File: config.mk
export PLATFORM = sky130hd
export DESIGN_NAME = eee_global_indirect_regs
export DESIGN_NICKNAME = d
export VERILOG_FILES = /design/src/eee_pkg.sv /design/src/wake_if.sv /design/src/wake_monitor.sv /design/src/eee_global_indirect_regs.sv
export SDC_FILE = /design/constraint.sdc
export NUM_CORES = 1
export LEC_CHECK = 0
export BUFFER_PORTS_ARGS = -buffer_cell sky130_fd_sc_hd__buf_2
export CAP_MARGIN = 20
export CORE_AREA = 2 2 114 116
export CTS_BUF_LIST = sky130_fd_sc_hd__clkbuf_16
export CTS_CLUSTER_DIAMETER = 40
export CTS_CLUSTER_SIZE = 24
export DETAILED_ROUTE_END_ITERATION = 10
export DIE_AREA = 0 0 116 118
export PLACE_DENSITY = 0.58
export SLEW_MARGIN = 30
export SYNTH_ARGS = -nofsm -noshare
export SYNTH_HDL_FRONTEND = slang
export SYNTH_SLANG_ARGS = --single-unit
File: constraint.sdc
create_clock -name CLOCK -period 2.1 [get_ports CLOCK]
set_input_delay 0.105 -clock CLOCK [delete_from_list [all_inputs] [get_ports CLOCK]]
set_output_delay 0.105 -clock CLOCK [all_outputs]
set_load 0.01 [all_outputs]
File: src/eee_pkg.sv
// Constants for the global energy-efficient Ethernet indirect register bank.
// Assumes byte-wide host register access and one system clock.
package eee_pkg;
  // Directly addressed host registers
  localparam logic [7:0] SEL_ADDR = 8'h6E;
  localparam logic [7:0] OFF_ADDR = 8'h6F;
  localparam logic [7:0] DATA_ADDR = 8'hA0;
  // Table select fields
  localparam int SEL_BANK_MSB = 7;
  localparam int SEL_BANK_LSB = 5;
  localparam int SEL_TABLE_MSB = 3;
  localparam int SEL_TABLE_LSB = 0;
  localparam logic [2:0] BANK_EEE = 3'h1;
  localparam logic [3:0] TABLE_GLOBAL = 4'h0;
  // Global register byte offsets (even offset is the high byte)
  localparam logic [7:0] OFF_NEXT_PAGE = 8'h34;
  localparam logic [7:0] OFF_MIN_LPI = 8'h36;
  localparam logic [7:0] OFF_WAKE_THR = 8'h38;
  localparam logic [7:0] OFF_DIAG_CTRL = 8'h3A;
  // Field layout and reset values
  localparam int PORTS = 4;
  localparam int NP_LSB = 0;
  localparam logic [11:0] NP_FIXED_HI = 12'h680;
  localparam logic [3:0] NP_RESET = 4'hF;
  localparam logic [15:0] MIN_LPI_RESET = 16'h0000;
  localparam logic [15:0] WAKE_THR_RESET = 16'h0201;
  localparam logic [15:0] DIAG_CTRL_RESET = 16'h0001;
  localparam logic [7:0] SEL_RESET = 8'h00;
  localparam logic [7:0] OFF_RESET = 8'h00;
  // Wake-up duration counter
  localparam int WAKE_CNT_W = 16;
  localparam logic [15:0] WAKE_CNT_MAX = 16'hFFFF;
endpackage

File: src/wake_if.sv
// Carrier between the register bank and the wake-up duration monitor.
// Assumes both ends sit on the same system clock.
`timescale 1ns/100ps
interface wake_if;
  logic [3:0] active;
  logic [15:0] threshold;
  logic [3:0] err;
  modport mon (input active, input threshold, output err);
  modport ctl (output active, output threshold, input err);
endinterface

File: src/wake_monitor.sv
// Per-port PHY wake-up duration monitor.
// Assumes wake-active levels are synchronous to CLOCK.
`timescale 1ns/100ps
module wake_monitor (
  input wire logic CLOCK,
  input wire logic RST,
  wake_if.mon wif
);
  typedef struct packed {
    logic [eee_pkg::PORTS-1:0][eee_pkg::WAKE_CNT_W-1:0] cnt;
    logic [eee_pkg::PORTS-1:0] fired;
    logic [eee_pkg::PORTS-1:0] err;
  } mon_s;

  mon_s state_ff;
  mon_s nxt_state;

  // Duration count, one error pulse per overlong wake-up
  always_comb begin
    nxt_state = state_ff;
    for (int p = 0; p < eee_pkg::PORTS; p++) begin
      nxt_state.err[p] = 1'b0;
      if (wif.active[p]) begin
        if (state_ff.cnt[p] != eee_pkg::WAKE_CNT_MAX) begin
          nxt_state.cnt[p] = state_ff.cnt[p] + 16'h0001;
        end
        if (!state_ff.fired[p] && state_ff.cnt[p] == wif.threshold) begin
          nxt_state.err[p] = 1'b1;
          nxt_state.fired[p] = 1'b1;
        end
      end else begin
        nxt_state.cnt[p] = '0;
        nxt_state.fired[p] = 1'b0;
      end
    end
  end

  always_ff @(posedge CLOCK) begin
    if (RST) begin
      state_ff <= '0;
    end else begin
      state_ff <= nxt_state;
    end
  end

  assign wif.err = state_ff.err;

  chk_err_after_thr: assert property (@(posedge CLOCK) disable iff (RST)
    (wif.active[0] && !state_ff.fired[0] && state_ff.cnt[0] == wif.threshold) |=> wif.err[0])
    else $error("wake error not raised when threshold exceeded");

  chk_err_cause_only: assert property (@(posedge CLOCK) disable iff (RST)
    wif.err[1] |-> ($past(state_ff.cnt[1]) == $past(wif.threshold) && $past(wif.active[1])))
    else $error("wake error raised without exceeding threshold");

  chk_err_single_pulse: assert property (@(posedge CLOCK) disable iff (RST)
    wif.err[0] |=> !wif.err[0])
    else $error("wake error pulse longer than one cycle");
endmodule // wake_monitor

File: src/eee_global_indirect_regs.sv
// Global EEE indirect register bank with table select, byte offset and data byte.
// Assumes a host that issues single-cycle byte reads and writes on CLOCK.
`timescale 1ns/100ps
// Behaviour
// - Bank reached only with select 001 and 0x0
// - Offset byte steers data byte reads, writes
// - Even offset high byte, odd offset low
// - Next-page enable bits drive auto-negotiation per port
// - Enables in low nibble at 0x34 word
// - Enables reset to all ones
// - Threshold bounds allowed PHY wake-up time
// - Overlong wake-up pulses error count increment
// - Threshold read-only, resets to 0x0201
module eee_global_indirect_regs (
  input wire logic CLOCK,
  input wire logic RST,
  input wire logic [7:0] REG_ADDR,
  input wire logic [7:0] REG_WDATA,
  input wire logic REG_WR,
  input wire logic REG_RD,
  output logic [7:0] REG_RDATA,
  output logic REG_RVALID,
  output logic [3:0] NP_ENABLE,
  input wire logic [3:0] WAKE_ACTIVE,
  output logic [3:0] WAKE_ERR_INC
);
  typedef struct packed {
    logic [7:0] sel;
    logic [7:0] off;
    logic [3:0] np;
    logic [7:0] rdata;
    logic rvalid;
  } bank_s;

  bank_s state_ff;
  bank_s nxt_state;
  logic bank_hit;
  logic data_wr;
  logic data_rd;

  wake_if wif();

  // Table select decode
  function automatic logic is_global(input logic [7:0] sel);
    return sel[eee_pkg::SEL_BANK_MSB:eee_pkg::SEL_BANK_LSB] == eee_pkg::BANK_EEE
        && sel[eee_pkg::SEL_TABLE_MSB:eee_pkg::SEL_TABLE_LSB] == eee_pkg::TABLE_GLOBAL;
  endfunction

  // Byte of a 16-bit word by offset parity
  function automatic logic [7:0] word_byte(input logic [15:0] word, input logic odd);
    return odd ? word[7:0] : word[15:8];
  endfunction

  // Readback of the global bank
  function automatic logic [7:0] bank_byte(input logic [7:0] off, input logic [3:0] np);
    logic [7:0] base;
    logic [7:0] val;
    base = {off[7:1], 1'b0};
    val = 8'h00;
    case (base)
      eee_pkg::OFF_NEXT_PAGE: val = word_byte({eee_pkg::NP_FIXED_HI, np}, off[0]);
      eee_pkg::OFF_MIN_LPI: val = word_byte(eee_pkg::MIN_LPI_RESET, off[0]);
      eee_pkg::OFF_WAKE_THR: val = word_byte(eee_pkg::WAKE_THR_RESET, off[0]);
      eee_pkg::OFF_DIAG_CTRL: val = word_byte(eee_pkg::DIAG_CTRL_RESET, off[0]);
      default: val = 8'h00;
    endcase
    return val;
  endfunction

  assign bank_hit = is_global(state_ff.sel);
  assign data_wr = REG_WR && REG_ADDR == eee_pkg::DATA_ADDR && bank_hit;
  assign data_rd = REG_RD && REG_ADDR == eee_pkg::DATA_ADDR && bank_hit;

  always_comb begin
    nxt_state = state_ff;
    nxt_state.rvalid = REG_RD;
    if (REG_WR) begin
      case (REG_ADDR)
        eee_pkg::SEL_ADDR: nxt_state.sel = REG_WDATA;
        eee_pkg::OFF_ADDR: nxt_state.off = REG_WDATA;
        default: nxt_state.sel = state_ff.sel;
      endcase
    end
    // Only the enable nibble is writable; other words ignore writes
    if (data_wr && state_ff.off == (eee_pkg::OFF_NEXT_PAGE | 8'h01)) begin
      nxt_state.np = REG_WDATA[3:0];
    end
    if (REG_RD) begin
      case (REG_ADDR)
        eee_pkg::SEL_ADDR: nxt_state.rdata = state_ff.sel;
        eee_pkg::OFF_ADDR: nxt_state.rdata = state_ff.off;
        eee_pkg::DATA_ADDR: nxt_state.rdata = data_rd ? bank_byte(state_ff.off, state_ff.np) : 8'h00;
        default: nxt_state.rdata = 8'h00;
      endcase
    end
  end

  always_ff @(posedge CLOCK) begin
    if (RST) begin
      state_ff.sel <= eee_pkg::SEL_RESET;
      state_ff.off <= eee_pkg::OFF_RESET;
      state_ff.np <= eee_pkg::NP_RESET;
      state_ff.rdata <= 8'h00;
      state_ff.rvalid <= 1'b0;
    end else begin
      state_ff <= nxt_state;
    end
  end

  assign wif.active = WAKE_ACTIVE;
  assign wif.threshold = eee_pkg::WAKE_THR_RESET;

  wake_monitor u_wake (
    .CLOCK(CLOCK),
    .RST(RST),
    .wif(wif)
  );

  assign REG_RDATA = state_ff.rdata;
  assign REG_RVALID = state_ff.rvalid;
  assign NP_ENABLE = state_ff.np;
  assign WAKE_ERR_INC = wif.err;

  // Checks
  chk_bank_gate: assert property (@(posedge CLOCK) disable iff (RST)
    (REG_RD && REG_ADDR == eee_pkg::DATA_ADDR && !is_global(state_ff.sel)) |=> (REG_RDATA == 8'h00 && REG_RVALID))
    else $error("data read outside the global bank returned nonzero");

  chk_bank_no_write: assert property (@(posedge CLOCK) disable iff (RST)
    (REG_WR && REG_ADDR == eee_pkg::DATA_ADDR && !is_global(state_ff.sel)) |=> $stable(NP_ENABLE))
    else $error("write outside the global bank changed enables");

  chk_offset_route: assert property (@(posedge CLOCK) disable iff (RST)
    (REG_WR && REG_ADDR == eee_pkg::OFF_ADDR) |=> (state_ff.off == $past(REG_WDATA)))
    else $error("offset byte not captured");

  chk_even_high: assert property (@(posedge CLOCK) disable iff (RST)
    (data_rd && state_ff.off == eee_pkg::OFF_WAKE_THR) |=> REG_RDATA == 8'h02)
    else $error("even offset did not return the high byte");

  chk_np_drive: assert property (@(posedge CLOCK) disable iff (RST)
    (data_wr && state_ff.off == 8'h35) |=> NP_ENABLE == $past(REG_WDATA[3:0]))
    else $error("enable write did not reach the ports");

  chk_np_readback: assert property (@(posedge CLOCK) disable iff (RST)
    (data_rd && state_ff.off == 8'h35) |=> REG_RDATA == {4'h0, $past(NP_ENABLE)})
    else $error("enable nibble readback wrong");

  chk_np_reset: assert property (@(posedge CLOCK)
    RST |=> NP_ENABLE == 4'hF)
    else $error("enables not all ones after reset");

  chk_thr_fixed: assert property (@(posedge CLOCK) disable iff (RST)
    (data_rd && state_ff.off == 8'h39) |=> REG_RDATA == 8'h01)
    else $error("threshold low byte not fixed");

  chk_rsvd_fixed: assert property (@(posedge CLOCK) disable iff (RST)
    (data_rd && state_ff.off == 8'h3B) |=> REG_RDATA == 8'h01)
    else $error("reserved diagnostic word not fixed");

  chk_rsvd_lpi: assert property (@(posedge CLOCK) disable iff (RST)
    (data_rd && (state_ff.off == 8'h36 || state_ff.off == 8'h37)) |=> REG_RDATA == 8'h00)
    else $error("reserved lpi word not zero");

  chk_diag_high_byte: assert property (@(posedge CLOCK) disable iff (RST)
    (data_rd && state_ff.off == eee_pkg::OFF_DIAG_CTRL) |=> REG_RDATA == 8'h00)
    else $error("reserved diagnostic high byte not zero");

  chk_np_high_byte: assert property (@(posedge CLOCK) disable iff (RST)
    (data_rd && state_ff.off == eee_pkg::OFF_NEXT_PAGE) |=> REG_RDATA == 8'h68)
    else $error("enable word high byte wrong");

  chk_np_hold: assert property (@(posedge CLOCK) disable iff (RST)
    !(data_wr && state_ff.off == (eee_pkg::OFF_NEXT_PAGE | 8'h01)) |=> $stable(NP_ENABLE))
    else $error("enables changed without an enable write");

  chk_sel_capture: assert property (@(posedge CLOCK) disable iff (RST)
    (REG_WR && REG_ADDR == eee_pkg::SEL_ADDR) |=> (state_ff.sel == $past(REG_WDATA)))
    else $error("select byte not captured");

  chk_sel_readback: assert property (@(posedge CLOCK) disable iff (RST)
    (REG_RD && REG_ADDR == eee_pkg::SEL_ADDR) |=> (REG_RDATA == $past(state_ff.sel)))
    else $error("select byte readback wrong");

  chk_off_readback: assert property (@(posedge CLOCK) disable iff (RST)
    (REG_RD && REG_ADDR == eee_pkg::OFF_ADDR) |=> (REG_RDATA == $past(state_ff.off)))
    else $error("offset byte readback wrong");

  chk_rvalid_after_rd: assert property (@(posedge CLOCK) disable iff (RST)
    REG_RD |=> REG_RVALID)
    else $error("read strobe not answered");

  chk_rvalid_idle: assert property (@(posedge CLOCK) disable iff (RST)
    !REG_RD |=> !REG_RVALID)
    else $error("read valid without a read strobe");

  chk_rdata_hold: assert property (@(posedge CLOCK) disable iff (RST)
    !REG_RD |=> $stable(REG_RDATA))
    else $error("read data changed without a read");

  chk_unmapped_zero: assert property (@(posedge CLOCK) disable iff (RST)
    (REG_RD && REG_ADDR != eee_pkg::SEL_ADDR && REG_ADDR != eee_pkg::OFF_ADDR
      && REG_ADDR != eee_pkg::DATA_ADDR) |=> REG_RDATA == 8'h00)
    else $error("unmapped address read nonzero");
endmodule // eee_global_indirect_regs

# Word-level counts from Yosys, hierarchy flattened
# Cells that the tools add are included.
totals:
  reg_bits: 101
  input_bits: 24
classes:
  n_addsub: 4
  eq_ne: 16
  mux: 10
  bitwise: 4
  reduce_logical: 21
op_table:
  columns: ["op", "count"]
  rows:
  - ["adder 16 x 1 -> 16 bit, second input constant", 4]
  - ["== test 16 x 10 -> 1 bit, second input constant", 4]
  - ["!= test 16 bit, second input constant", 4]
  - ["one-hot mux 8 bit (3 select lines)", 1]
  - ["== test 7 x 5 -> 1 bit, second input constant", 3]
  - ["one-hot mux 7 bit (3 select lines)", 1]
  - ["== test 8 x 7 -> 1 bit, second input constant", 2]
  - ["logical AND 1 bit", 10]
  - ["== test 8 x 6 -> 1 bit, second input constant", 1]
  - ["== test 8 bit, second input constant", 1]
  - ["two-way mux 8 bit", 1]
  - ["OR reduction 2 bit", 4]
  - ["two-way mux 7 bit", 1]
  - ["two-way mux 1 bit", 5]
  - ["logical NOT 1 bit", 4]
  - ["logical NOT 4 bit", 1]
  - ["NOT 1 bit", 4]
  - ["AND reduction 2 bit", 2]
  - ["== test 3 x 1 -> 1 bit, second input constant", 1]
  - ["two-way mux 2 bit", 1]

# Depth between registers and ports, before layout
logic_depth:
  depth_word: 5
  mapped_depth: 8
  ltp_nobuf: 7

# Hierarchy
# From an unflattened synthesis, not the netlist that was laid out.
hier_totals:
  hier_cells: 660
  area_unflattened_um2: 5681.7
modules_own_cells:
  columns: ["module", "n_inst", "cells_each", "area_each_um2", "seq_area_each_um2"]
  rows:
  - ["wake_monitor", 1, 497, 4185.3, 1441.4]
  - ["eee_global_indirect_regs", 1, 163, 1496.4, 580.6]

# Worst setup path after synthesis
# OpenSTA, ideal clock, no wires.
synth_path:
  path_kind: "register -> register"
  from: "reg u_wake.state_ff[24] (netlist name)"
  to: "reg u_wake.state_ff[38] (netlist name)"
  arrival_time_ns: 1.585
  path_slack_ns: 0.400
  stages_incl_launch_ff: 7
  n_path_buf: 1
  period_less_slack_ns: 1.700
  cell_sequence: "dfxtp_1 > ha_1 > and3_1 > buf_2 > nand4_2 > or4_1 > and3_1"
synth_between:
  elab_chain_cells: 1
  word_cells_on_any_way: 2
  cone_classes: "add/sub (1); eq/ne (1)"
synth_lines:
  columns: ["element", "line_no", "source"]
  rows:
  - ["start: declaration", "wake_monitor.sv:15", "mon_s state_ff;"]
  - ["start signal: assignment", "wake_monitor.sv:42", "state_ff <= nxt_state;"]
  - ["adder 16 x 1 -> 16 bit or != test 16 bit (tied branches)", "wake_monitor.sv:25, wake_monitor.sv:24", null]
# Several ways; a longest one is shown, not always the timed one.
# A chain may end at the register's enable or synchronous reset.

# Worst setup path after layout
# Ends and elaborated chain as after synthesis.

==> run metrics <==
synthesized area per cell roughly 8.9 um^2; Mapped Nets between 500 and 600; largest family of logic cells by synthesized area simple AND/OR/NAND/NOR gates; total number of vias 3,960; Ys Warns 0; Data arrival, critical path 2.09 ns; Final Hold Violating Endpoints 0; terminus of the critical flop-to-flop path u_wake.state_ff[38]$_SDFFE_PP0P_; first-pass GRT wire length between 15 and 20 mm; clock period minus worst slack 1.85 ns; starting DRC count in detailed routing ~230; proportion of synthesized flip-flops having asynchronous set or reset 0; clock tree root buffer cell sky130_fd_sc_hd__clkbuf_16; worst clock skew on the final layout 0.00609 ns; required time reported for the critical path endpoint between 2 and 2.5 ns; global-route layer with the greatest usage met2; total setup buffers inserted after CTS 0; Top cell by count, worst path sky130_fd_sc_hd__and3_1; LEAKAGE around 2.0 nW; post-synthesis instance area 0.00487 mm^2; outcome finished clean; Netlist cell types 57; synthesized-area fraction occupied by adder cells 0.0206; portion of the clock cycle consumed by the worst path in the final layout 0.880; die outline height between 100 and 150 um; power density over the cells 719 mW/mm^2; total number of cells along the worst setup path 5; horizontal extent of the die 116 um; via count of the first global-routing pass 3,570; number of buffers inserted by port buffering 40; final critical-path setup slack between 0.2 and 0.3 ns; reg-to-reg slack, setup roughly 0.25 ns; most frequent standard cell in the layout excluding fill and tap cells sky130_fd_sc_hd__dfxtp_1; critical-path maximum fanout 7; highest-count cells in the layout ignoring fill and taps sky130_fd_sc_hd__dfxtp_1, sky130_fd_sc_hd__nor2_1, sky130_fd_sc_hd__buf_2; final-report setup violation count 0; area growth from synthesis to final layout 12.4%; number of placement rows 41; delay of the slowest cell on the worst path 0.43 ns; Critical Path, Cell by Cell ha_1, and3_1, nand4_2, or4_1, and3_1; Initial Utilization 0.392; residual antenna-violating net count after detailed routing 0; global-route track usage on met1 0.196; Post-synth top flop sky130_fd_sc_hd__dfxtp_1; startpoint type of the worst setup path flop; area share of xor/xnor cells in the synthesized design 0.0594; unrepaired setup endpoints after global routing false; number of flip-flops and latches in the synthesized netlist 101; H-tree Lvls 3; kind of cell adding the most delay to the critical path simple AND/OR/NAND/NOR gates; Fmax achieved roughly 540 MHz; number of clock sinks seen by CTS 101; post-detailed-route DRC marker count 0; core area ~0.012 mm^2; most area-hungry cell type in the Yosys netlist sky130_fd_sc_hd__dfxtp_1; clock latency of the later-clocked register in the worst-skew pair 0.35 ns; Setup Total Neg Slack 0 ns; Worst Path Buf+Inv 0; total half-perimeter wirelength after legalization and detailed placement 7.16 mm; instance count of the mapped netlist 548; ranking of synthesized cells by area sky130_fd_sc_hd__dfxtp_1, sky130_fd_sc_hd__nor2_1, sky130_fd_sc_hd__mux2i_1; initial antenna violation count 0; pin count of the biggest net entering global routing 23; met2 Track Usage GR 0.238; post-placement worst setup slack roughly 0.27 ns; I/O pin count between 40 and 50; routability congestion estimate from global placement 0.794; number of cells on the worst hold path 3; number of detailed-route iterations in the first pass 5; maximum vdd drop 0.404 mV; R2R cell count 5; ratio of cells with drive above 1 in the final layout 0.136; aggregate global routing overflow 0; number of clock buffers inserted by TritonCTS 9; type of the most critical hold path input port to flop; routing usage on met3 0.0319; final layout net count 601; CTS tree yes; share of cell area taken by muxes after synthesis 0.0568; crit path kind flop to flop; number of enable-type register cells in the synthesized netlist 0; count of maximum capacitance violations 0; Reg2Reg Launch Point u_wake.state_ff[24]$_SDFFE_PP0P_; worst slew margin relative to its limit 0.620; vias per cell approximately 5.3; Crit. End Element flop; hold wc startpoint REG_WDATA[7]; slowest CP cell sky130_fd_sc_hd__or4_1; complex-gate fraction of the synthesized area 0.122; clock slew at reported path FFs 0.07 ns; hold-critical path endpoint state_ff[28]$_SDFFE_PP0P_; Final Max Slew Viols 0; Seq/Total Area, Yosys 0.415; die outline area between 0.01 and 0.015 mm^2; largest buffer count on any clock path 2; routed length per instance 13.5 um; transition time at the pin with the least slew margin 0.570 ns; number of diodes 0; proportion of netlist area held by the largest area contributor 0.415; aggregate routed wire length about 10 mm; fraction of the mapped netlist area in simple logic gates 0.269; GRT Util Overall 0.152
==> final cells by class <==
type | count | area [um^2]
Fill cell | 1232 | 6940
Multi-Input combinational cell | 393 | 2570
Sequential cell | 101 | 2020
Timing Repair Buffer | 49 | 273
Clock buffer | 9 | 225
Tap cell | 172 | 215
Clock inverter | 7 | 114
Inverter | 15 | 56.3
==> logic make-up after synthesis <==
| group | after synthesis |
|---|---|
| buffers and inverters | 54 |
| adders and majority gates | 8 |
| DFF | 101 |
| muxes | 27 |
| AOI/OAI and AO/OA | 88 |
| xor gates and xnor gates | 33 |
| and+or+nand+nor | 237 |
==> worst max path at each step <==
| stage | end | start | slack (ns) |
|---|---|---|---|
| global route | u_wake.state_ff[24]$_SDFFE_PP0P_ | u_wake.state_ff[24]$_SDFFE_PP0P_ | 0.1 |
| finish | u_wake.state_ff[38]$_SDFFE_PP0P_ | u_wake.state_ff[24]$_SDFFE_PP0P_ | 0.25 |
| floorplan | u_wake.state_ff[38]$_SDFFE_PP0P_ | u_wake.state_ff[24]$_SDFFE_PP0P_ | 0.40 |
| global placement | u_wake.state_ff[38]$_SDFFE_PP0P_ | u_wake.state_ff[24]$_SDFFE_PP0P_ | 0.31 |
| CTS | u_wake.state_ff[38]$_SDFFE_PP0P_ | u_wake.state_ff[24]$_SDFFE_PP0P_ | 0.25 |
| detailed placement | u_wake.state_ff[38]$_SDFFE_PP0P_ | u_wake.state_ff[24]$_SDFFE_PP0P_ | 0.27 |
==> state kept, by name, summed over array words and instances, names as in the netlist <==
| register | count |
|---|---|
| state_ff | 16 |
| u_wake.wif.err | 4 |
| REG_RDATA | 8 |
| NP_ENABLE | 4 |
| REG_RVALID | 1 |
| u_wake.state_ff | 68 |
==> worst reg2reg max path: cells and delay by family, from the launching register on <==
| family | cells | cell delay (ns) |
|---|---|---|
| simple gates | 4 | 1.12 |
| flops | 1 | 0.42 |
| fa+ha+maj | 1 | 0.21 |
==> stage by stage <==
step	cell area (um^2)	util	hold slack, ns	cells	total power, mW
final	5470	0.441	0.00899	746	3.93
after detailed placement	5110	0.412	0.366	728	2.09
after global routing	5470	0.441	0.0158	746	4.07
after CTS	5470	0.441	0.00157	746	3.99
after global placement	5110	0.412	0.351	728	2.09
after floorplan	4870	-	0.195	548	2.04
==> power breakdown <==
group	switching (mW)	total, mW	internal, mW
Clock	0.731	1.89	1.16
Sequential	0.0102	1.93	1.92
Combinational	0.0676	0.113	0.0450
Total	0.808	3.93	3.13
==> what timing repair did <==
| item | CTS | global route |
|---|---|---|
| resized for setup | 0 | 0 |
| endpoints found under the hold margin | 3 | 0 |
| setup endpoints to repair | 0 | 0 |
| hold buffers | 2 | 0 |
==> Yosys cell counts, types with 8 or more instances <==
library cell and number:
sky130_fd_sc_hd__nor2_1 70, sky130_fd_sc_hd__ha_1 8, sky130_fd_sc_hd__xor2_1 10, sky130_fd_sc_hd__and4_1 10, sky130_fd_sc_hd__mux2i_1 22, sky130_fd_sc_hd__clkbuf_1 13
sky130_fd_sc_hd__xnor2_1 23, sky130_fd_sc_hd__nor3_1 18, sky130_fd_sc_hd__nand4_1 15, sky130_fd_sc_hd__nand2_1 29, sky130_fd_sc_hd__nand3_1 26, sky130_fd_sc_hd__nor4b_1 11
sky130_fd_sc_hd__o21ai_0 8, sky130_fd_sc_hd__a21oi_1 19, sky130_fd_sc_hd__a211oi_1 18, sky130_fd_sc_hd__a31oi_1 12, sky130_fd_sc_hd__buf_4 16, sky130_fd_sc_hd__dfxtp_1 101
sky130_fd_sc_hd__and3_1 13, sky130_fd_sc_hd__inv_1 14, sky130_fd_sc_hd__buf_2 8
==> layer usage <==
metal  share of wire  vias to the layer above
met5               0                        -
met4           0.020                        0
met3           0.038                       17
met2            0.46                       72
met1            0.49                     1844
li1                -                     2027
Power figures use the tool's default switching activity.
